File: src/t2crb_pkg.sv
// Constants for the 16-bit capture/reload/baud timer block.
// Assumes a 32-bit Avalon-MM register bus with one register per word.
package t2crb_pkg;

  // ----------------------------------------
  // Register indices (byte address = 4 * index)
  // ----------------------------------------
  localparam logic [7:0] IDX_CONTROL = 8'hC8;
  localparam logic [7:0] IDX_MODE = 8'hC9;
  localparam logic [7:0] IDX_CAP_LOW = 8'hCA;
  localparam logic [7:0] IDX_CAP_HIGH = 8'hCB;
  localparam logic [7:0] IDX_COUNT_LOW = 8'hCC;
  localparam logic [7:0] IDX_COUNT_HIGH = 8'hCD;
  localparam logic [7:0] IDX_CLOCK_SEL = 8'hCE;

  // ----------------------------------------
  // Control register fields
  // ----------------------------------------
  localparam int CTL_OVERFLOW = 7;
  localparam int CTL_EXT_FLAG = 6;
  localparam int CTL_RX_BAUD = 5;
  localparam int CTL_TX_BAUD = 4;
  localparam int CTL_TRIG_EN = 3;
  localparam int CTL_RUN = 2;
  localparam int CTL_COUNT_SRC = 1;
  localparam int CTL_CAP_RELOAD = 0;

  // Mode and clock select fields
  localparam int MODE_DOWN_EN = 0;
  localparam int CLK_PRESCALE = 0;

  // ----------------------------------------
  // Reset values
  // ----------------------------------------
  localparam logic [7:0] RST_CONTROL = 8'h00;
  localparam logic [7:0] RST_MODE = 8'hFE;
  localparam logic [7:0] RST_CAP = 8'h00;
  localparam logic [7:0] RST_COUNT = 8'h00;
  localparam logic [7:0] RST_CLOCK_SEL = 8'h00;

  // ----------------------------------------
  // Timing counts: prescale dividers in bus clocks, baud overflow divider and count limit
  // ----------------------------------------
  localparam logic [3:0] DIV_SLOW = 4'hC;
  localparam logic [3:0] DIV_FAST = 4'h4;
  localparam logic [3:0] DIV_BAUD = 4'h2;
  localparam logic [3:0] BAUD_OVF_DIV = 4'hF;
  localparam logic [15:0] COUNT_MAX = 16'hFFFF;

  // Bus read handshake states
  typedef enum logic [1:0] {
    BUS_IDLE = 2'b01,
    BUS_ACK = 2'b10
  } t2crb_bus_t;

endpackage

File: src/t2crb_edge.sv
// Two-stage synchroniser with falling edge detection.
// Assumes the input is a slow level from outside the clock domain.
`timescale 1ns/1ps
`default_nettype none
module t2crb_edge (
  // Clock and reset
  input wire logic ref_clk,
  input wire logic rst_n,
  // Pin and results
  input wire logic pin_in,
  output logic level,
  output logic fall
);

  logic meta_ff, sync_ff, prev_ff;
  logic nxt_meta, nxt_sync, nxt_prev;

  // ----------------------------------------
  // Sampling
  // ----------------------------------------
  always_comb begin
    nxt_meta = pin_in;
    nxt_sync = meta_ff;
    nxt_prev = sync_ff;
  end

  always_ff @(posedge ref_clk) begin
    if (!rst_n) begin
      meta_ff <= 1'b1;
      sync_ff <= 1'b1;
      prev_ff <= 1'b1;
    end else begin
      meta_ff <= nxt_meta;
      sync_ff <= nxt_sync;
      prev_ff <= nxt_prev;
    end
  end

  // Only the second and third stages feed the compare
  assign level = sync_ff;
  assign fall = prev_ff & ~sync_ff;

endmodule
`default_nettype wire

File: src/t2crb_presc.sv
// Count tick prescaler: divides the bus clock by 12, 4 or 2.
// Assumes the select inputs are register outputs in the same domain.
`timescale 1ns/1ps
`default_nettype none
module t2crb_presc (
  // Clock and reset
  input wire logic ref_clk,
  input wire logic rst_n,
  // Rate selection
  input wire logic fast_sel,
  input wire logic baud_mode,
  // Tick out
  output logic tick
);

  logic [3:0] cnt_ff;
  logic [3:0] nxt_cnt;
  logic [3:0] limit;

  // ----------------------------------------
  // Divider
  // ----------------------------------------
  always_comb begin
    if (baud_mode) begin
      limit = t2crb_pkg::DIV_BAUD - 4'h1;
    end else if (fast_sel) begin
      limit = t2crb_pkg::DIV_FAST - 4'h1;
    end else begin
      limit = t2crb_pkg::DIV_SLOW - 4'h1;
    end
    // Wrap early if the rate shrinks mid-count
    tick = (cnt_ff >= limit);
    nxt_cnt = tick ? 4'h0 : cnt_ff + 4'h1;
  end

  always_ff @(posedge ref_clk) begin
    if (!rst_n) begin
      cnt_ff <= 4'h0;
    end else begin
      cnt_ff <= nxt_cnt;
    end
  end

endmodule
`default_nettype wire

File: src/t2crb_top.sv
// 16-bit timer/counter with capture, auto-reload and baud generation.
// Assumes an Avalon-MM master on the bus clock and asynchronous pins.
//
// The Avalon-MM register port was left to the implementer.
`timescale 1ns/1ps
`default_nettype none
module t2crb_top (
  // Clock and reset
  input wire logic ref_clk,
  input wire logic rst_n,
  // Avalon-MM slave
  input wire logic [9:0] avs_address,
  input wire logic avs_read,
  input wire logic avs_write,
  input wire logic [31:0] avs_writedata,
  input wire logic [3:0] avs_byteenable,
  output logic [31:0] avs_readdata,
  output logic avs_waitrequest,
  // Pins
  input wire logic external_trigger_input,
  input wire logic external_count_input,
  // Processor core
  input wire logic irq_enable,
  output logic overflow_flag,
  output logic external_event_flag,
  output logic timer_irq,
  // Serial port baud logic
  input wire logic timer1_overflow,
  output logic rx_baud_tick,
  output logic tx_baud_tick
);

  // ----------------------------------------
  // Declarations
  // ----------------------------------------
  t2crb_pkg::t2crb_bus_t bus_ff, nxt_bus;
  logic [31:0] rdata_ff, nxt_rdata;
  logic [7:0] ctrl_ff, nxt_ctrl;
  logic [7:0] mode_ff, nxt_mode;
  logic [7:0] clksel_ff, nxt_clksel;
  logic [7:0] cap_lo_ff, nxt_cap_lo;
  logic [7:0] cap_hi_ff, nxt_cap_hi;
  logic [15:0] count_ff, nxt_count;
  logic [3:0] bdiv_ff, nxt_bdiv;
  logic [7:0] idx;
  logic wr_lane0;
  logic wr_ctrl, wr_mode, wr_clksel;
  logic wr_cap_lo, wr_cap_hi, wr_cnt_lo, wr_cnt_hi;
  logic trig_level, trig_fall, cnt_fall, presc_tick;
  logic rx_sel, tx_sel, baud_mode, run, trig_en;
  logic count_src, cap_mode, down_mode, count_up;
  logic tick, trig_event, wrap, match_down;
  logic set_ovf, set_ext, reload, capture;
  logic [15:0] reload_val;
  logic t2_baud;
  logic [7:0] rd_byte;

  // ----------------------------------------
  // Pin sampling and prescaler
  // ----------------------------------------
  t2crb_edge u_trig (
    .ref_clk(ref_clk),
    .rst_n(rst_n),
    .pin_in(external_trigger_input),
    .level(trig_level),
    .fall(trig_fall)
  );

  t2crb_edge u_cnt (
    .ref_clk(ref_clk),
    .rst_n(rst_n),
    .pin_in(external_count_input),
    .level(),
    .fall(cnt_fall)
  );

  t2crb_presc u_presc (
    .ref_clk(ref_clk),
    .rst_n(rst_n),
    .fast_sel(clksel_ff[t2crb_pkg::CLK_PRESCALE]),
    .baud_mode(baud_mode),
    .tick(presc_tick)
  );

  // ----------------------------------------
  // Mode decode
  // ----------------------------------------
  assign rx_sel = ctrl_ff[t2crb_pkg::CTL_RX_BAUD];
  assign tx_sel = ctrl_ff[t2crb_pkg::CTL_TX_BAUD];
  assign run = ctrl_ff[t2crb_pkg::CTL_RUN];
  assign trig_en = ctrl_ff[t2crb_pkg::CTL_TRIG_EN];
  assign count_src = ctrl_ff[t2crb_pkg::CTL_COUNT_SRC];
  assign baud_mode = rx_sel | tx_sel;
  // Capture select has no effect while generating baud clocks
  assign cap_mode = ctrl_ff[t2crb_pkg::CTL_CAP_RELOAD] & ~baud_mode;
  // Up/down only applies in plain 16-bit auto-reload mode
  assign down_mode = mode_ff[t2crb_pkg::MODE_DOWN_EN] & ~cap_mode & ~baud_mode;
  assign count_up = ~down_mode | trig_level;
  assign reload_val = {cap_hi_ff, cap_lo_ff};

  // ----------------------------------------
  // Count engine
  // ----------------------------------------
  always_comb begin
    // Baud mode always uses the fast two-clock tick
    if (baud_mode) begin
      tick = run & presc_tick;
    end else if (count_src) begin
      tick = run & cnt_fall;
    end else begin
      tick = run & presc_tick;
    end
    // Trigger direction control consumes the pin in down mode
    trig_event = trig_fall & trig_en & ~baud_mode & ~down_mode;
    match_down = tick & ~count_up & (count_ff == reload_val);
    wrap = tick & count_up & (count_ff == t2crb_pkg::COUNT_MAX);
    capture = trig_event & cap_mode;
    reload = (wrap & ~cap_mode) | (trig_event & ~cap_mode);
    set_ovf = (wrap | match_down) & ~baud_mode;
    set_ext = trig_event | (down_mode & (wrap | match_down));
  end

  always_comb begin
    nxt_count = count_ff;
    if (reload) begin
      nxt_count = reload_val;
    end else if (match_down) begin
      nxt_count = t2crb_pkg::COUNT_MAX;
    end else if (tick) begin
      nxt_count = count_up ? count_ff + 16'h0001 : count_ff - 16'h0001;
    end
    // Software writes win over the counter in the same cycle
    if (wr_cnt_lo) begin
      nxt_count[7:0] = avs_writedata[7:0];
    end
    if (wr_cnt_hi) begin
      nxt_count[15:8] = avs_writedata[7:0];
    end
    // Clearing run stops ticks, but outside baud and down modes a trigger fall with CTL_TRIG_EN set still reloads the count, or captures it when CTL_CAP_RELOAD is set
  end

  always_ff @(posedge ref_clk) begin
    if (!rst_n) begin
      count_ff <= {t2crb_pkg::RST_COUNT, t2crb_pkg::RST_COUNT};
    end else begin
      count_ff <= nxt_count;
    end
  end

  // ----------------------------------------
  // Bus decode
  // ----------------------------------------
  assign idx = avs_address[9:2];
  assign wr_lane0 = avs_write & avs_byteenable[0];
  assign wr_ctrl = wr_lane0 & (idx == t2crb_pkg::IDX_CONTROL);
  assign wr_mode = wr_lane0 & (idx == t2crb_pkg::IDX_MODE);
  assign wr_cap_lo = wr_lane0 & (idx == t2crb_pkg::IDX_CAP_LOW);
  assign wr_cap_hi = wr_lane0 & (idx == t2crb_pkg::IDX_CAP_HIGH);
  assign wr_cnt_lo = wr_lane0 & (idx == t2crb_pkg::IDX_COUNT_LOW);
  assign wr_cnt_hi = wr_lane0 & (idx == t2crb_pkg::IDX_COUNT_HIGH);
  assign wr_clksel = wr_lane0 & (idx == t2crb_pkg::IDX_CLOCK_SEL);

  // ----------------------------------------
  // Control, mode and capture registers
  // ----------------------------------------
  always_comb begin
    nxt_ctrl = ctrl_ff;
    nxt_mode = mode_ff;
    nxt_clksel = clksel_ff;
    nxt_cap_lo = cap_lo_ff;
    nxt_cap_hi = cap_hi_ff;
    if (wr_ctrl) begin
      nxt_ctrl = avs_writedata[7:0];
    end
    // A flag event in the write cycle still lands
    if (set_ovf) begin
      nxt_ctrl[t2crb_pkg::CTL_OVERFLOW] = 1'b1;
    end
    if (set_ext) begin
      nxt_ctrl[t2crb_pkg::CTL_EXT_FLAG] = 1'b1;
    end
    if (wr_mode) begin
      nxt_mode = avs_writedata[7:0];
    end
    if (wr_clksel) begin
      nxt_clksel = avs_writedata[7:0];
    end
    if (capture) begin
      nxt_cap_lo = count_ff[7:0];
      nxt_cap_hi = count_ff[15:8];
    end
    if (wr_cap_lo) begin
      nxt_cap_lo = avs_writedata[7:0];
    end
    if (wr_cap_hi) begin
      nxt_cap_hi = avs_writedata[7:0];
    end
  end

  always_ff @(posedge ref_clk) begin
    if (!rst_n) begin
      ctrl_ff <= t2crb_pkg::RST_CONTROL;
      mode_ff <= t2crb_pkg::RST_MODE;
      clksel_ff <= t2crb_pkg::RST_CLOCK_SEL;
      cap_lo_ff <= t2crb_pkg::RST_CAP;
      cap_hi_ff <= t2crb_pkg::RST_CAP;
    end else begin
      ctrl_ff <= nxt_ctrl;
      mode_ff <= nxt_mode;
      clksel_ff <= nxt_clksel;
      cap_lo_ff <= nxt_cap_lo;
      cap_hi_ff <= nxt_cap_hi;
    end
  end

  // ----------------------------------------
  // Core flags and interrupt
  // ----------------------------------------
  assign overflow_flag = ctrl_ff[t2crb_pkg::CTL_OVERFLOW];
  assign external_event_flag = ctrl_ff[t2crb_pkg::CTL_EXT_FLAG];
  // A software-set external flag requests the interrupt like an edge
  assign timer_irq = irq_enable & (overflow_flag | external_event_flag);

  // ----------------------------------------
  // Baud output
  // ----------------------------------------
  // Overflow rate is F/(2*(65536-reload)); dividing by 16 gives F/(32*(65536-reload))
  always_comb begin
    nxt_bdiv = bdiv_ff;
    t2_baud = 1'b0;
    if (!baud_mode) begin
      nxt_bdiv = 4'h0;
    end else if (wrap) begin
      t2_baud = (bdiv_ff == t2crb_pkg::BAUD_OVF_DIV);
      nxt_bdiv = bdiv_ff + 4'h1;
    end
  end

  always_ff @(posedge ref_clk) begin
    if (!rst_n) begin
      bdiv_ff <= 4'h0;
    end else begin
      bdiv_ff <= nxt_bdiv;
    end
  end

  assign rx_baud_tick = rx_sel ? t2_baud : timer1_overflow;
  assign tx_baud_tick = tx_sel ? t2_baud : timer1_overflow;

  // ----------------------------------------
  // Read path
  // ----------------------------------------
  always_comb begin
    case (idx)
      t2crb_pkg::IDX_CONTROL: rd_byte = ctrl_ff;
      t2crb_pkg::IDX_MODE: rd_byte = mode_ff;
      t2crb_pkg::IDX_CAP_LOW: rd_byte = cap_lo_ff;
      t2crb_pkg::IDX_CAP_HIGH: rd_byte = cap_hi_ff;
      t2crb_pkg::IDX_COUNT_LOW: rd_byte = count_ff[7:0];
      t2crb_pkg::IDX_COUNT_HIGH: rd_byte = count_ff[15:8];
      t2crb_pkg::IDX_CLOCK_SEL: rd_byte = clksel_ff;
      default: rd_byte = 8'h00;
    endcase
  end

  // One wait state lets read data come from a flip-flop
  always_comb begin
    nxt_bus = bus_ff;
    nxt_rdata = rdata_ff;
    case (bus_ff)
      t2crb_pkg::BUS_IDLE: begin
        if (avs_read) begin
          nxt_bus = t2crb_pkg::BUS_ACK;
          nxt_rdata = {24'h000000, rd_byte};
        end
      end
      t2crb_pkg::BUS_ACK: begin
        nxt_bus = t2crb_pkg::BUS_IDLE;
      end
      default: begin
        nxt_bus = t2crb_pkg::BUS_IDLE;
      end
    endcase
  end

  always_ff @(posedge ref_clk) begin
    if (!rst_n) begin
      bus_ff <= t2crb_pkg::BUS_IDLE;
      rdata_ff <= 32'h00000000;
    end else begin
      bus_ff <= nxt_bus;
      rdata_ff <= nxt_rdata;
    end
  end

  assign avs_readdata = rdata_ff;
  assign avs_waitrequest = avs_read & (bus_ff != t2crb_pkg::BUS_ACK);

endmodule
`default_nettype wire
File: config.mk
export PLATFORM = sky130hd
export DESIGN_NAME = t2crb_top
export DESIGN_NICKNAME = d
export VERILOG_FILES = /design/src/t2crb_pkg.sv /design/src/t2crb_edge.sv /design/src/t2crb_presc.sv /design/src/t2crb_top.sv
export SDC_FILE = /design/constraint.sdc
export NUM_CORES = 1
export LEC_CHECK = 0
export ABC_AREA = 0
export BUFFER_PORTS_ARGS = -buffer_cell sky130_fd_sc_hd__buf_2
export CAP_MARGIN = 10
export CORE_MARGIN = 2
export CORE_UTILIZATION = 30
export DETAILED_ROUTE_END_ITERATION = 7
export GPL_TIMING_DRIVEN = 0
export SLEW_MARGIN = 15
export SYNTH_ARGS = -nofsm -noshare
export SYNTH_HDL_FRONTEND = slang
export SYNTH_HIERARCHICAL = 1
export SYNTH_SLANG_ARGS = --single-unit
File: constraint.sdc
create_clock -name ref_clk -period 4.9 [get_ports ref_clk]
set_clock_uncertainty 0.2 [all_clocks]
set_input_delay 0.735 -clock ref_clk [delete_from_list [all_inputs] [get_ports ref_clk]]
set_output_delay 0.735 -clock ref_clk [all_outputs]
set_load 0.02 [all_outputs]
Word-level counts from Yosys, hierarchy flattened:

Index checks and enable logic that the tools add are counted.

* output and inout bits: 38
* input port bits: 54
* flip-flop bits (word level): 80
* logic and storage cells: 110

* muxes and demuxes: 22
* bitwise logic cells: 42
* order comparisons: 1
* reductions and logical operators: 10
* equal/unequal tests: 12
* add/subtract/negate cells: 4

Operators with widths (count)
* 16-bit two-way mux: 4
* 8-bit equality test, second input constant: 7
* 8-bit two-way mux: 7
* 8-bit case mux with 7 select lines: 1
* 1-bit AND: 29
* 16-bit by 1-bit adder with 16-bit output, second input constant: 1
* 16-bit equality test: 1
* 16-bit equality test, second input constant: 1
* 16-bit by 1-bit subtractor with 16-bit output, second input constant: 1
* 4-bit by 1-bit adder with 4-bit output, second input constant: 2
* 1-bit two-way mux: 8
* 4-bit two-way mux: 2
* 2-bit nonzero test: 4
* 4-bit nonzero test: 2
* 1-bit NOT: 7
* 1-bit OR: 6
* 2-bit AND reduction: 3
* 4-bit equality test, second input constant: 1
* 4-bit >= comparator: 1
* 2-bit by 1-bit equality test with 1-bit output, second input constant: 1
* 2-bit != test, second input constant: 1
* 2-bit OR reduction: 1

Depth between registers and ports, before layout:

Gate-level depths: netlist (run 1).

* word-level depth: 15
* gate-level depth with buffers: 14

Cells and area by module:

The synthesis (run 1) kept the hierarchy.

Modules (own cells, without submodules)
* t2crb_top: area each 4615.7 um^2, cells an instance 554, times used 1
* t2crb_presc: area each 196.4 um^2, cells an instance 20, times used 1
* t2crb_edge: area each 85.1 um^2, cells an instance 7, times used 2

Least setup slack after synthesis (run 1):

No wires, ideal clock.

* kind: register to output
* from: register ctrl_ff[4]
* to: output rx_baud_tick
* stages on the path, launching flop included: 12
* required time: 3.965 ns
* arrival: 2.671 ns
* path slack: 1.294 ns
* cells stage by stage: dfxtp_1 buf_4 nor2_4 inv_1 or2_2 ha_1 a21o_2 nand2_1 mux2_2 nor4_2 nand4_1 mux2i_1

* elaborated cells between the ends (all ways): 18
* those cells by class: order compare (1); mux (6); bitwise (11)

RTL lines
* start: declaration: RTL line t2crb_top.sv:38 `logic [7:0] ctrl_ff, nxt_ctrl;`
* start signal: assignment: RTL line t2crb_top.sv:202 `ctrl_ff <= t2crb_pkg::RST_CONTROL;`
* start signal: assignment: RTL line t2crb_top.sv:208 `ctrl_ff <= nxt_ctrl;`
* 1-bit OR (*): RTL line t2crb_top.sv:93 `assign baud_mode = rx_sel | tx_sel;`
* net baud_mode: RTL line t2crb_top.sv:50 `logic rx_sel, tx_sel, baud_mode, run, trig_en;`
* 4-bit two-way mux (*): RTL line t2crb_presc.sv:24 `if (baud_mode) begin`
* 4-bit >= comparator (*): RTL line t2crb_presc.sv:32 `tick = (cnt_ff >= limit);`
* net presc_tick: RTL line t2crb_top.sv:49 `logic trig_level, trig_fall, cnt_fall, presc_tick;`
* 1-bit AND (*): RTL line t2crb_top.sv:107, t2crb_top.sv:111
* 1-bit two-way mux: RTL line t2crb_top.sv:108 `end else if (count_src) begin`
* 1-bit two-way mux (*): RTL line t2crb_top.sv:106 `if (baud_mode) begin`
* 1-bit AND (*) (2 in series): RTL line t2crb_top.sv:116 `wrap = tick & count_up & (count_ff == t2crb_pkg::COUNT_MAX);`
* 1-bit two-way mux (*): RTL line t2crb_top.sv:233 `end else if (wrap) begin`
* 1-bit two-way mux (*): RTL line t2crb_top.sv:231 `if (!baud_mode) begin`
* 1-bit two-way mux (*): RTL line t2crb_top.sv:247 `assign rx_baud_tick = rx_sel ? t2_baud : timer1_overflow;`
* end: declaration: RTL line t2crb_top.sv:29 `output logic rx_baud_tick,`

The timed path passes the listed nets; every way through them passes the cells marked *.

Worst setup path in the final report (run 1):

Same ends and word-level chain as after synthesis.

==> results.md, run 1 <==
- The endpoint type of the worst setup path is an output pin.
- The most common cell after layout, fill and taps aside is dfxtp_1.
- In the layout the commonest cells are 80 x dfxtp_1, 73 x nor2_1, 56 x mux2i_1.
- The final RePlAce weighted congestion is slightly below 1.
- After synthesis the cells add up to 4980 um2.
- The part of the power in registers is 0.436.
- STA puts the critical path data required time at 3.96 ns.
- The number of detailed-routing iterations run before antenna repair is 7.
- In the routed layout, each cell is associated on average with a via count of 5.43.
- The CTS tree is done.
- In this design, the stage delay of the slowest critical-path cell is ~0.57 ns.
- The via count of the first global-routing pass is 4451.
- Derived from the worst setup path, the maximum achievable clock frequency is 0.234 GHz.
- The tool flagged a number of max-cap violations equal to 0.
- The flip-flop cell with the highest count after synthesis is dfxtp_1.
- The clock edge transition at the registers on the reported setup and hold paths is 0.06 ns.
- The dominant delay contributor by cell family on the critical path is simple AND/OR/NAND/NOR gates.
- The critical path in this run is classified as flop to output pin.
- The internal power of the cells is about 1.1 mW.
- The detail route stage leaves a number of antenna-violating nets equal to 0.
- The total buffers and inverters traversed by the critical path is 3.
- The clock network fraction of total power is 0.490.
- The combinational family with the most area after synthesis is simple AND/OR/NAND/NOR gates.
- The number of nets in the layout is 718.
- The fraction of the cycle the final worst path needs is 0.873.
- In this run the vertical extent of the chip is between 100 and 150 um.
- The sequential-to-total area share from yosys stat is 0.321.
- The clock reaches the later pin of the worst-skew pair after approximately 0.35 ns.
- The number of hold violations in the final report came to 0.
- The fraction of power spent switching nets is 0.246.
- The mean instance size in the synthesized netlist is around 8.5 um2.
- The clock passes through at most 2 buffers.
- The number of enable flip-flop cells after synthesis is 0.
- The I/O pin count is 92.
- The proportion of synthesized area in mux cells is 0.128.
- The max-slew violation count is 0.
- The slowest stage cell on the critical path is nor4_2.
- The number of CTS-inserted buffers is 9.
- The effective utilization at floorplan is 0.304.
- The combinational share of power is 0.075.
- VDD sags by at most 0.113 mV.
- Data arrives at the worst endpoint at ~3.3 ns.
- Power spread over the standard cell area amounts to 259 nW/um2.
- In this run the tightest slew margin relative to its limit is 0.313.
- The first routing iteration left 558 violations.
- In this run the static leakage power is 2.56 nW.
- The aggregate routed wire length is 16400 um.
- The tightest min-delay check is of the flop to flop type.
- The worst hold slack is 0.212 ns.
- The core area is 16400 um2.
- Setup violations remaining at the end of the flow were counted as 0.
- The flow ran to the end, and the final reports show no timing, DRC or antenna violations.
- For this run, asynchronously set or reset flops after synthesis account for 0.
- The residual overflow from global routing is 0.
- Setup repair after global routing left no endpoint under its margin.
- Summing over every cut layer, the via total after detailed routing is roughly 4800.
- Of the total synthesized cell area, the portion taken by AND, OR, NAND and NOR gates is 0.211.
- The post-synthesis sequential element count is 80.
- The measured slew at the worst slew-check pin is 1.02 ns.
- The finished cells cover 5860 um2.
- Row generation in the floorplan step produced 47 rows.
- The average routed wire per standard cell is ~19 um.
- The worst setup path is launched from a flop.
- The number of hold-repair buffers added at the cts stage is 0.
- The number of warnings printed during yosys synthesis is 6.
- Entering global routing, the biggest net connects 15 pins.
- The fraction of layout cells with a size suffix above 1 is 0.176.
- The area of the die is 17700 um2.
- The root buffer cell is clkbuf_16.
- The wire length of the first global-routing pass is about 25000 um.
- The layout overhead on the synthesized area is 17.5%.
- Measured along the x axis, the die boundary spans roughly 130 um.
- The xor-xnor portion of the synthesized cell area is 0.0598.
- The clock period minus final worst setup slack is 4.28 ns.
- The standard cell area after detailed placement is about 5500 um2.
- 0 antenna diodes ended up in the layout.
- The DRC violation count after routing is 0.
- The count of input and output buffers is 36.
- Summed over all nets, the switching power comes to 373 uW.
- After legalization and detailed placement, the total HPWL measured around 12000 um.
- After technology mapping, the gate count stands at 588.
- The count of H-tree levels built during CTS is 3.
- Of the total synthesized cell area, the portion taken by full adders, half adders and majority gates is 0.0126.
- The number of setup buffers added after CTS is 0.
- Post-CTS repair changed the size of 0 cells.
- The fraction of the mapped netlist area in compound gates is 0.177.
- In this run, distinct cell masters in the synthesized netlist total 67.
- Setup total negative slack on the finished layout was measured at 0 ns.
- The clock net sink count is 80.
- Of all nets on the critical path, the largest fanout is 7.
- The initial antenna violation count is 0.
- For this run, the total global-route usage over all layers was measured as 0.187.
- Traced cell by cell, the critical path runs through buf_4 > nor2_4 > inv_1 > or2_2 > ha_1 > a21o_2 > nand2_1 > mux2_2 > nor4_2 > nand4_1 > mux2i_1 > buf_2.
[worst reg2reg max path, delay by kind of cell (launching register included)]
family / cells / cell delay (ns)
AND/OR/NAND/NOR: 4 / 1.14
buffers and inverters: 3 / 0.50
flip-flops: 1 / 0.29
multiplexers: 1 / 0.33
adder cells (fa/ha/maj): 1 / 0.29
AO/OA/AOI/OAI: 4 / 0.72
[cell type report]
cell class | instances | area [um2]
repair buffers | 37 | 185
clock inverters | 6 | 91.3
multi-input cells | 448 | 3030
well taps | 220 | 275
fillers | 1727 | 10600
clock buffers | 10 | 229
plain buffers | 71 | 398
inverters | 12 | 45.0
flip-flops and latches | 80 | 1600
[registers in the layout, indices dropped and copies added, names as in the netlist, 2 cells and up]
signal,count
bus_ff,2
avs_readdata,8
mode_ff,8
cap_hi_ff,8
u_presc/cnt_ff,4
bdiv_ff,4
cap_lo_ff,8
ctrl_ff,8
count_ff,16
clksel_ff,8
[metal layers]
layer / global-route usage / routed length [um] / vias to the layer above
met1: 0.254 / 7310 / 2261
met2: 0.283 / 7180 / 232
li1: - / - / 2256
met3: 0.0506 / 1470 / 47
met5: 0 / 0 / -
met4: 0.0687 / 432 / 0
[metrics by stage]
| stage | util | cells | power (mW) | setup slack, ns |
|---|---|---|---|---|
| 3_5_place_dp | 0.337 | 868 | 0.785 | 1.01 |
| 4_1_cts | 0.357 | 884 | 1.52 | 0.628 |
| 3_3_place_gp | 0.337 | 867 | 0.785 | 1.02 |
| 2_1_floorplan | - | 611 | 0.746 | 1.29 |
| 6_report | 0.357 | 884 | 1.52 | 0.621 |
| 5_1_grt | 0.357 | 884 | 1.56 | 0.354 |
[kinds of logic (layout without fill, tap and decap cells)]
logic type	Yosys count	count (layout)
DFF	80	80
other	1	24
muxes	63	63
xor gates and xnor gates	34	34
and+or+nand+nor	206	206
adders and majority gates	5	5
buffers and inverters	83	136
AOI/OAI and AO/OA	116	116
[synthesized netlist by cell type, drive strengths merged (4+ instances only)]
library cell,number,area (um2)
or4,4,33.8
dfxtp,80,1600
o221ai,6,52.6
o22ai,15,93.8
mux2,7,78.8
mux2i,56,561
nor2,75,292
buf,41,284
o21ai,13,65.1
nand2b,8,50.1
a22o,8,70.1
nand3,9,45.0
or2,4,25.0
and3,8,50.1
xnor2,18,158
nor3,15,80.1
a22oi,15,126
nor2b,4,25.0
o32ai,6,52.6
ha,5,62.6
xor2,16,140
a222oi,6,60.1
nand2,33,124
nor4,12,87.6
a211oi,20,160
clkbuf,30,114
a21oi,10,50.1
inv,12,45.0
nand4,12,75.1
or3,9,56.3
[final timing paths]
kind | startpoint | end | slack (ns) | depth (start not counted)
worst max-delay path | ctrl_ff[4]$_SDFFE_PN0P_ | rx_baud_tick | 0.62 | 12
worst min-delay path | u_trig/meta_ff$_SDFF_PN1_ | u_trig/level$_SDFF_PN1_ | 0.21 | 1
worst max register to register | ctrl_ff[4]$_SDFFE_PN0P_ | count_ff[1]$_SDFFE_PN0P_ | 1.27 | 13
worst min register to register | u_trig/meta_ff$_SDFF_PN1_ | u_trig/level$_SDFF_PN1_ | 0.21 | 1
[power by group through the flow]
stage          combinational, mW  clock [mW]  sequential, mW
2_1_floorplan             0.0728           0           0.673
3_3_place_gp               0.110           0           0.675
3_5_place_dp               0.110           0           0.675
4_1_cts                    0.111       0.754           0.660
5_1_grt                    0.121       0.779           0.661
6_report                   0.113       0.742           0.660
No activity file was read; power rests on OpenSTA's default activity.
==> inputs of run 2 (changes only) <==
- GPL_TIMING_DRIVEN: 0 -> not set
==> run 2 against run 1 <==
Net effect: total power is 6.6% lower; sequential share of layout area is 2.1 points higher; clock-buffer cell count is 2 higher; first-iteration DRC count is 21% lower; routed wire length is 11% lower; via count is 8.3% lower; fmax is 0.97% higher; flip-flop and latch count stayed put; critical path depth is 1 lower; combinational power is 19% lower; critical path type unchanged; largest power group unchanged.
==> results.md, run 2 (synthesis gave the netlist of run 1 again) <==
- Detailed routing placed a total of 1030 um of wire on met3.
- The filler-free cell count of the finished design is between 800 and 900.
- The largest register by flop count is count_ff.
- In the layout the commonest cells are 80 x dfxtp_1, 73 x nor2_1, 56 x mux2i_1.
- Once detail routing completed, the nets flagged for antenna violations numbered 0.
- The filler cells instantiated in the layout total roughly 1700.
- At the placement stage, the worst setup path has a slack of between 1 and 1.5 ns.
- The fraction of power spent switching nets is 0.243.
- The required time of the critical path is 3.96 ns.
- The share of total power dissipated in sequential elements is 0.467.
- The wire-length estimate of the detail-placed layout is 10400 um.
- The max-slew violation count came to 0.
- The maximum number of pins on one net before global-route repair is 45.
- The flow ran to the end, and the final reports show no timing, DRC or antenna violations.
- The standard cell area after detailed placement is 5170 um2.
- The amount of wire on met2 after detailed routing is between 6000 and 7000 um.
- The number of max-cap violations is 0.
- In this run, post-CTS hold repair placed 0 buffers.
- The largest vdd supply drop is approximately 0.15 mV.
- The number of instances resized during post-cts repair is 0.
- The kind of critical path is flop to output pin.
- Clock-pin slew was measured on the worst setup and hold paths at 0.06 ns.
- In this run the number of H-tree levels came out at 3.
- The overall via count from detail_route is 4396.
- The fraction of layout cells with a size suffix above 1 is 0.134.
- STA classifies the critical path endpoint as an output pin.
- The combinational share of power is 0.064.
- The final design area excluding fillers is 5450 um2.
- Data arrives at the worst endpoint at 3.30 ns.
- Buffers placed on the I/O ports in this run total 38.
- The sequential standard cell area is ~1600 um2.
- For this run, the total global-route usage over all layers was measured as 0.166.
- The maximum fanout along the worst path is 7.
- The initial antenna violation count is 0.
- Setup repair after global routing left no endpoint under its margin.
- After detailed routing, no signal wire sits above met4.
- Setup violations remaining at the end of the flow were counted as 0.
- After routing, the total negative slack on setup checks comes to 0 ns.
- The effective utilization at floorplan is 0.304.
- The residual overflow from global routing is 0.
- The number of detailed-routing iterations run before antenna repair is 6.
- Clock tree synthesis found a total of 80 sinks.
- At the later pin of the worst-skew pair, clock insertion delay measures 0.35 ns.
- The net switching power figure is 344 uW.
- Including well taps, the total number of placed cells is approximately 800.
- After the first detailed-routing iteration, the DRC count stood at 440.
- The antenna cell count is 0.
- The layout overhead on the synthesized area is 9.32%.
- Dividing the final minimum period by the clock period gives 0.865.
- The register with the most flip-flops in the layout has 16 of them.
- The tightest hold path in the finished design has a slack of 0.210 ns.
- After detailed routing, the wire length on met1 is 7030 um.
- Counting along the longest clock path gives a buffer depth of 2.
- The number of hold violations in the final report came to 0.
- The first global-routing pass estimated roughly 23000 um of wire.
- The root buffer cell is clkbuf_16.
- The core area is 16400 um2.
- The combined area of the multi-input logic cells is between 3000 and 4000 um2.
- The area of the die is 17700 um2.
- For this run, the top clock speed supported by timing is 0.236 GHz.
- The I/O pin count is about 90.
- The die extent in y is 133 um.
- The number of placement rows is 47.
- The max-slew headroom at the worst pin is 0.312.
- The CTS tree is done.
- The analysis attributes to cell leakage a power of around 2.3 nW.
- At the end of routability-driven placement, the weighted congestion stood at 0.915.
- The measured slew at the worst slew-check pin is 1.03 ns.
- Summed over all layers, the routed wires come to 14700 um.
- The path category of the worst min-delay check is flop to flop.
- The clock network fraction of total power is 0.469.
- The final worst setup slack is 0.662 ns.
- The number of CTS-inserted buffers is 9.
- The clock period minus final worst setup slack is 4.24 ns.
- From left edge to right edge, the die measures 133 um.
- In this run the power density over the cells is 260 nW/um2.
- The via count of the first global-routing pass is 4018.
- The most common cell after layout, fill and taps aside is dfxtp_1.
- The average via count per standard cell is 5.38.
- In the routed design, unresolved DRC markers number 0.
- Dividing the detail-routed wire length by the instance count gives 17.9 um.
- The worst setup path is launched from a flop.
- After the last flow step, the layout net total stands at 652.
- The post-CTS setup buffer count is 0.
- The internal power of the cells totals between 1 and 1.5 mW.
run 2: metrics by stage:
step / total power, mW / utilization
6_report: 1.42 / 0.332
5_1_grt: 1.46 / 0.332
4_1_cts: 1.43 / 0.332
3_5_place_dp: 0.764 / 0.315
3_3_place_gp: 0.765 / 0.315
2_1_floorplan: 0.746 / -
run 2: final timing paths:
kind                                  from                  endpoint  slack (ns)  depth (start not counted)
setup reg to reg   ctrl_ff[4]$_SDFFE_PN0P_  count_ff[8]$_SDFFE_PN0P_        1.12                         11
hold reg to reg   u_cnt/meta_ff$_SDFF_PN1_    u_cnt/level$_SDFF_PN1_        0.21                          1
setup / recovery   ctrl_ff[4]$_SDFFE_PN0P_              tx_baud_tick        0.66                         11
hold / removal    u_cnt/meta_ff$_SDFF_PN1_    u_cnt/level$_SDFF_PN1_        0.21                          1
run 2: critical path: stages, from the launching register on:
cell	delay (ns)
dfxtp_1	0.47
nor2_4	0.25
inv_1	0.13
or2_2	0.29
ha_1	0.29
a21o_2	0.11
nand2_1	0.06
mux2_2	0.33
nor4_2	0.51
nand4_1	0.18
mux2i_1	0.16
buf_2	0.19
run 2: power groups by stage:
stage / combinational (mW) / sequential [mW] / clock [mW]
after CTS: 0.0896 / 0.661 / 0.676
final: 0.0910 / 0.661 / 0.664
after global routing: 0.0971 / 0.661 / 0.697
after detailed placement: 0.0894 / 0.675 / 0
after floorplan: 0.0728 / 0.673 / 0
after global placement: 0.0899 / 0.675 / 0
run 2: cell type report:
class,instances,share of cell area
multi-input cells,448,0.555
flip-flops and latches,80,0.294
inverters,12,0.00827
clock inverters,3,0.00804
well taps,220,0.0505
repair buffers,42,0.0404
clock buffers,12,0.0434
run 2: routing by layer:
metal | up-vias | GRT usage
li1 | 2117 | -
met1 | 2073 | 0.243
met2 | 184 | 0.241
met3 | 22 | 0.0284
met4 | 0 | 0.0663
met5 | - | 0
==> inputs of run 3 (changes only) <==
--- a/config.mk
+++ b/config.mk
@@ -6,5 +6,5 @@
 export NUM_CORES = 1
 export LEC_CHECK = 0
-export ABC_AREA = 0
+export ABC_AREA = 1
 export BUFFER_PORTS_ARGS = -buffer_cell sky130_fd_sc_hd__buf_2
 export CAP_MARGIN = 10
@@ -12,4 +12,5 @@
 export CORE_UTILIZATION = 30
 export DETAILED_ROUTE_END_ITERATION = 7
+export SETUP_SLACK_MARGIN = 0.5
 export SLEW_MARGIN = 15
 export SYNTH_ARGS = -nofsm -noshare
==> constraint.sdc (replaced) <==
create_clock -name ref_clk -period 4.9 [get_ports ref_clk]
set_clock_uncertainty 0.2 [all_clocks]
set_input_delay 0.49 -clock ref_clk [delete_from_list [all_inputs] [get_ports ref_clk]]
set_output_delay 0.49 -clock ref_clk [all_outputs]
set_load 0.02 [all_outputs]
==> run 3 against run 2 <==
Net effect: synthesized cell count grew 47%; clock-buffer cell count shrank 1; non-clock buffer count shrank 1; routed wire length rose by 16%; clock power is 12% higher.
==> results.md, run 3 <==
- The initialized floorplan defines between 40 and 50 standard-cell rows.
- The leakage power total is 2.79 nW.
- The most frequent cell after synthesis is nand2_1.
- The count of final setup violators is 0.
- The I/O pin count is 92.
- Static timing analysis puts the maximum clock frequency at 0.263 GHz.
- The number of warnings printed during yosys synthesis is 6.
- The library cells used most frequently in the layout, excluding fill and tap cells, are 226 x nand2_1, 111 x inv_1, 80 x dfxtp_1.
- The worst hold path depth is 3.
- The path category of the worst min-delay check is input pin to flop.
- Once the clock tree was built, the setup fixing pass inserted 0 buffers.
- For the worst setup path, the data required time is 4.21 ns.
- The worst register-to-register path has a setup slack of approximately 1.7 ns.
- The core area is 18100 um2.
- The max-slew headroom at the worst pin is 0.352.
- For this run, global-route usage on met1 was measured as 0.253.
- More flip-flops sit in one register than any other, and that register is count_ff.
- The total buffers and inverters traversed by the critical path is 4.
- Of all nets on the critical path, the largest fanout is 8.
- The flip-flop count of the largest register after layout is 16.
- The library cell used most frequently in the layout, excluding fill and tap cells, is nand2_1.
- The worst hold path begins at external_count_input.
- The antenna cell count is 0.
- The overall power after layout is 1.49 mW.
- In the final layout, the multi-input gates occupy 3270 um2.
- The share of the synthesized area in the top cell type is 0.288.
- Yosys mapped the design onto 50 distinct sky130hd cell types.
- The synthesized design contains 80 register bits.
- For the pin with the worst max-slew slack, the measured transition is 0.969 ns.
- Across the VDD grid, the largest voltage drop is 0.153 mV.
- The largest single stage delay on the critical path is 0.36 ns.
- The clock edge transition at the registers on the reported setup and hold paths is about 0.060 ns.
- During placement, the flow inserted port buffers numbering 38.
- The commonest cells after synthesis are 226 x nand2_1, 111 x inv_1, 80 x dfxtp_1.
- The launch point of the worst reg-to-reg path is ctrl_ff[5]$_SDFFE_PN0P_.
- The clock latency reported for the late side of the worst-skew pair is 0.34 ns.
- The first global-routing pass estimated 26900 um of wire.
- The power per standard cell area is around 240 nW/um2.
- The worst setup path is captured at an output pin.
- Setup repair after global routing left no endpoint under its margin.
- The data arrival time at the worst-slack endpoint is 3.11 ns.
- The depth of the most critical reg-to-reg path is 19.
- The mapped netlist covers 5570 um2.
- The kind of critical path is flop to output pin.
- Among cell families on the critical path, the largest total delay comes from simple AND/OR/NAND/NOR gates.
- The number of max-cap violations is 0.
- The total overflow left after global routing is 0.
- The maximum clock path buffer count is 2.
- The global-route track usage on met2 is 0.265.
- The number of enable flip-flop cells after synthesis is 0.
- The critical path goes through nor2_4 > inv_2 > or2_2 > ha_1 > inv_1 > nor2_1 > nand2_1 > nand2_1 > nand2_1 > nand2_1 > nand2_2 > nor3_4 > nand2_4 > inv_1 > nand2_1 > nor4_1 > nand2_1 > o21ai_0 > buf_2.
- The cell occurring most often along the worst timing path is nand2_1.
- The worst hold path endpoint is u_cnt/meta_ff$_SDFF_PN1_.
- The final layout contains routed wiring with a total length of 17000 um.
- The die covers 19700 um2.
- The sequential-to-total area share from yosys stat is 0.288.
- The placed wire-length estimate is around 13000 um.
- The smallest clock period supported by the final layout is computed as 3.80 ns.
- The maximum number of pins on one net before global-route repair is 43.
- For this run, design rule violations remaining after detail routing come to 0.
- The sequential standard cell area is 1600 um2.
- After routing, the total negative slack on setup checks comes to 0 ns.
- The number of detailed-routing iterations run before antenna repair is 5.
- For this configuration, the core starts out at a cell density of 0.308.
- The violation count after the first detailed-route iteration is between 500 and 600.
- The fraction of layout cells with a size suffix above 1 is 0.150.
- The CTS tree is done.
- The via count of the first global-routing pass came to 4902.
- The root buffer cell is clkbuf_16.
- The initial antenna violation count is 0.
- Sorting the synthesized cells by area gives the leading types as dfxtp_1 29%, nand2_1 15%, inv_1 7.5%.
- The final route contains ~5600 vias.
- The average routed wire per standard cell is 15.2 um.
- TritonCTS created 9 clock buffers.
- Counting every instance in the synthesized netlist gives roughly 860.
- The number of nets in the layout is 947.
- Averaged over all synthesized cells, the footprint is 6.45 um2.
- In this run the vertical extent of the chip is 140 um.
- In the global route stage, met3 resource usage came out at 0.0277.
- The average via count per standard cell is 4.97.
- The clock net sink count is 80.
- The endpoint of the lowest-slack register-to-register path is count_ff[3]$_SDFFE_PN0P_.
- The max-slew violation count is 0.
- The slowest stage cell on the critical path is dfxtp_1.
- The number of nets with antenna violations after detailed routing is 0.
- The top cell type by total area after synthesis is dfxtp_1.
- In the global route stage, overall resource usage came out at 0.173.
- The startpoint kind of the worst setup timing path is a flop.
- In the finished design, the share of the clock period the worst path needs comes to 0.776.
- The area growth from synthesis to layout is 10.9%.
- The fill cell total of the finished layout is 1954.
- The H-tree generated during clock tree synthesis spans 3 levels.
- The width of the chip is 140 um.
- The flip-flop cell with the highest count after synthesis is dfxtp_1.
- met2 is the most crowded layer.
- The number of hold violations in the final report is 0.
- Post-CTS repair changed the size of 0 cells.
- The start point of the critical path is ctrl_ff[5]$_SDFFE_PN0P_.
- The number of hold-repair buffers added at the cts stage is 0.
- The flow ran to the end, and the final reports show no timing, DRC or antenna violations.
- The congestion estimate from routability-driven global placement came to 0.930.
- The share of flip-flops with an asynchronous set or reset is 0.
[run 3: layout make-up]
type,count,share of cell area
Clock inverter,4,0.0124
Tap cell,229,0.0464
Clock buffer,11,0.0409
Sequential cell,80,0.259
Timing Repair Buffer,41,0.0344
Inverter,125,0.0770
Multi-Input combinational cell,631,0.530
[run 3: metal layers]
metal / routed length, um / up-vias / part of all wire
li1: - / 2820 / -
met2: 7380 / 209 / 0.43
met5: 0 / - / 0
met4: 272 / 0 / 0.016
met3: 1400 / 24 / 0.082
met1: 7970 / 2520 / 0.47
[run 3: worst max path at each step]
stage                        end  cells after the start  slack, ns
floorplan           rx_baud_tick                     18       1.68
global placement    tx_baud_tick                     19       1.10
detailed placement  tx_baud_tick                     19       1.09
CTS                 tx_baud_tick                     19       0.71
global route        tx_baud_tick                     19       0.74
finish              tx_baud_tick                     19       1.10
[run 3: kinds of logic after synthesis]
| family | after synthesis | share of synthesized area |
|---|---|---|
| buffers and inverters | 176 | 0.143 |
| other | 1 | 0.000673 |
| xor gates and xnor gates | 16 | 0.0252 |
| and+or+nand+nor | 421 | 0.355 |
| adders and majority gates | 5 | 0.0112 |
| AOI/OAI and AO/OA | 165 | 0.177 |
| DFF | 80 | 0.288 |
[run 3: through the flow]
step                      hold WS (ns)  utilization  worst slack [ns]  cell area [um2]  std cells
final                            0.121        0.341              1.10             6180       1121
after global routing             0.118        0.341             0.744             6180       1121
after CTS                        0.116        0.340             0.708             6150       1119
after detailed placement         0.195        0.322              1.09             5820       1104
after global placement           0.186        0.322              1.10             5820       1104
after floorplan                  0.180            -              1.68             5660        887
[run 3: power breakdown]
group	leakage, nW	switching (mW)	internal, mW
Clock	0.158	0.273	0.473
Sequential	0.647	0.00491	0.656
Combinational	1.98	0.0673	0.0178
[run 3: tightest hold or removal path, cell delays in order]
cell and delay (ns):
buf_2 0.07, inv_1 0.03, nand2_1 0.04
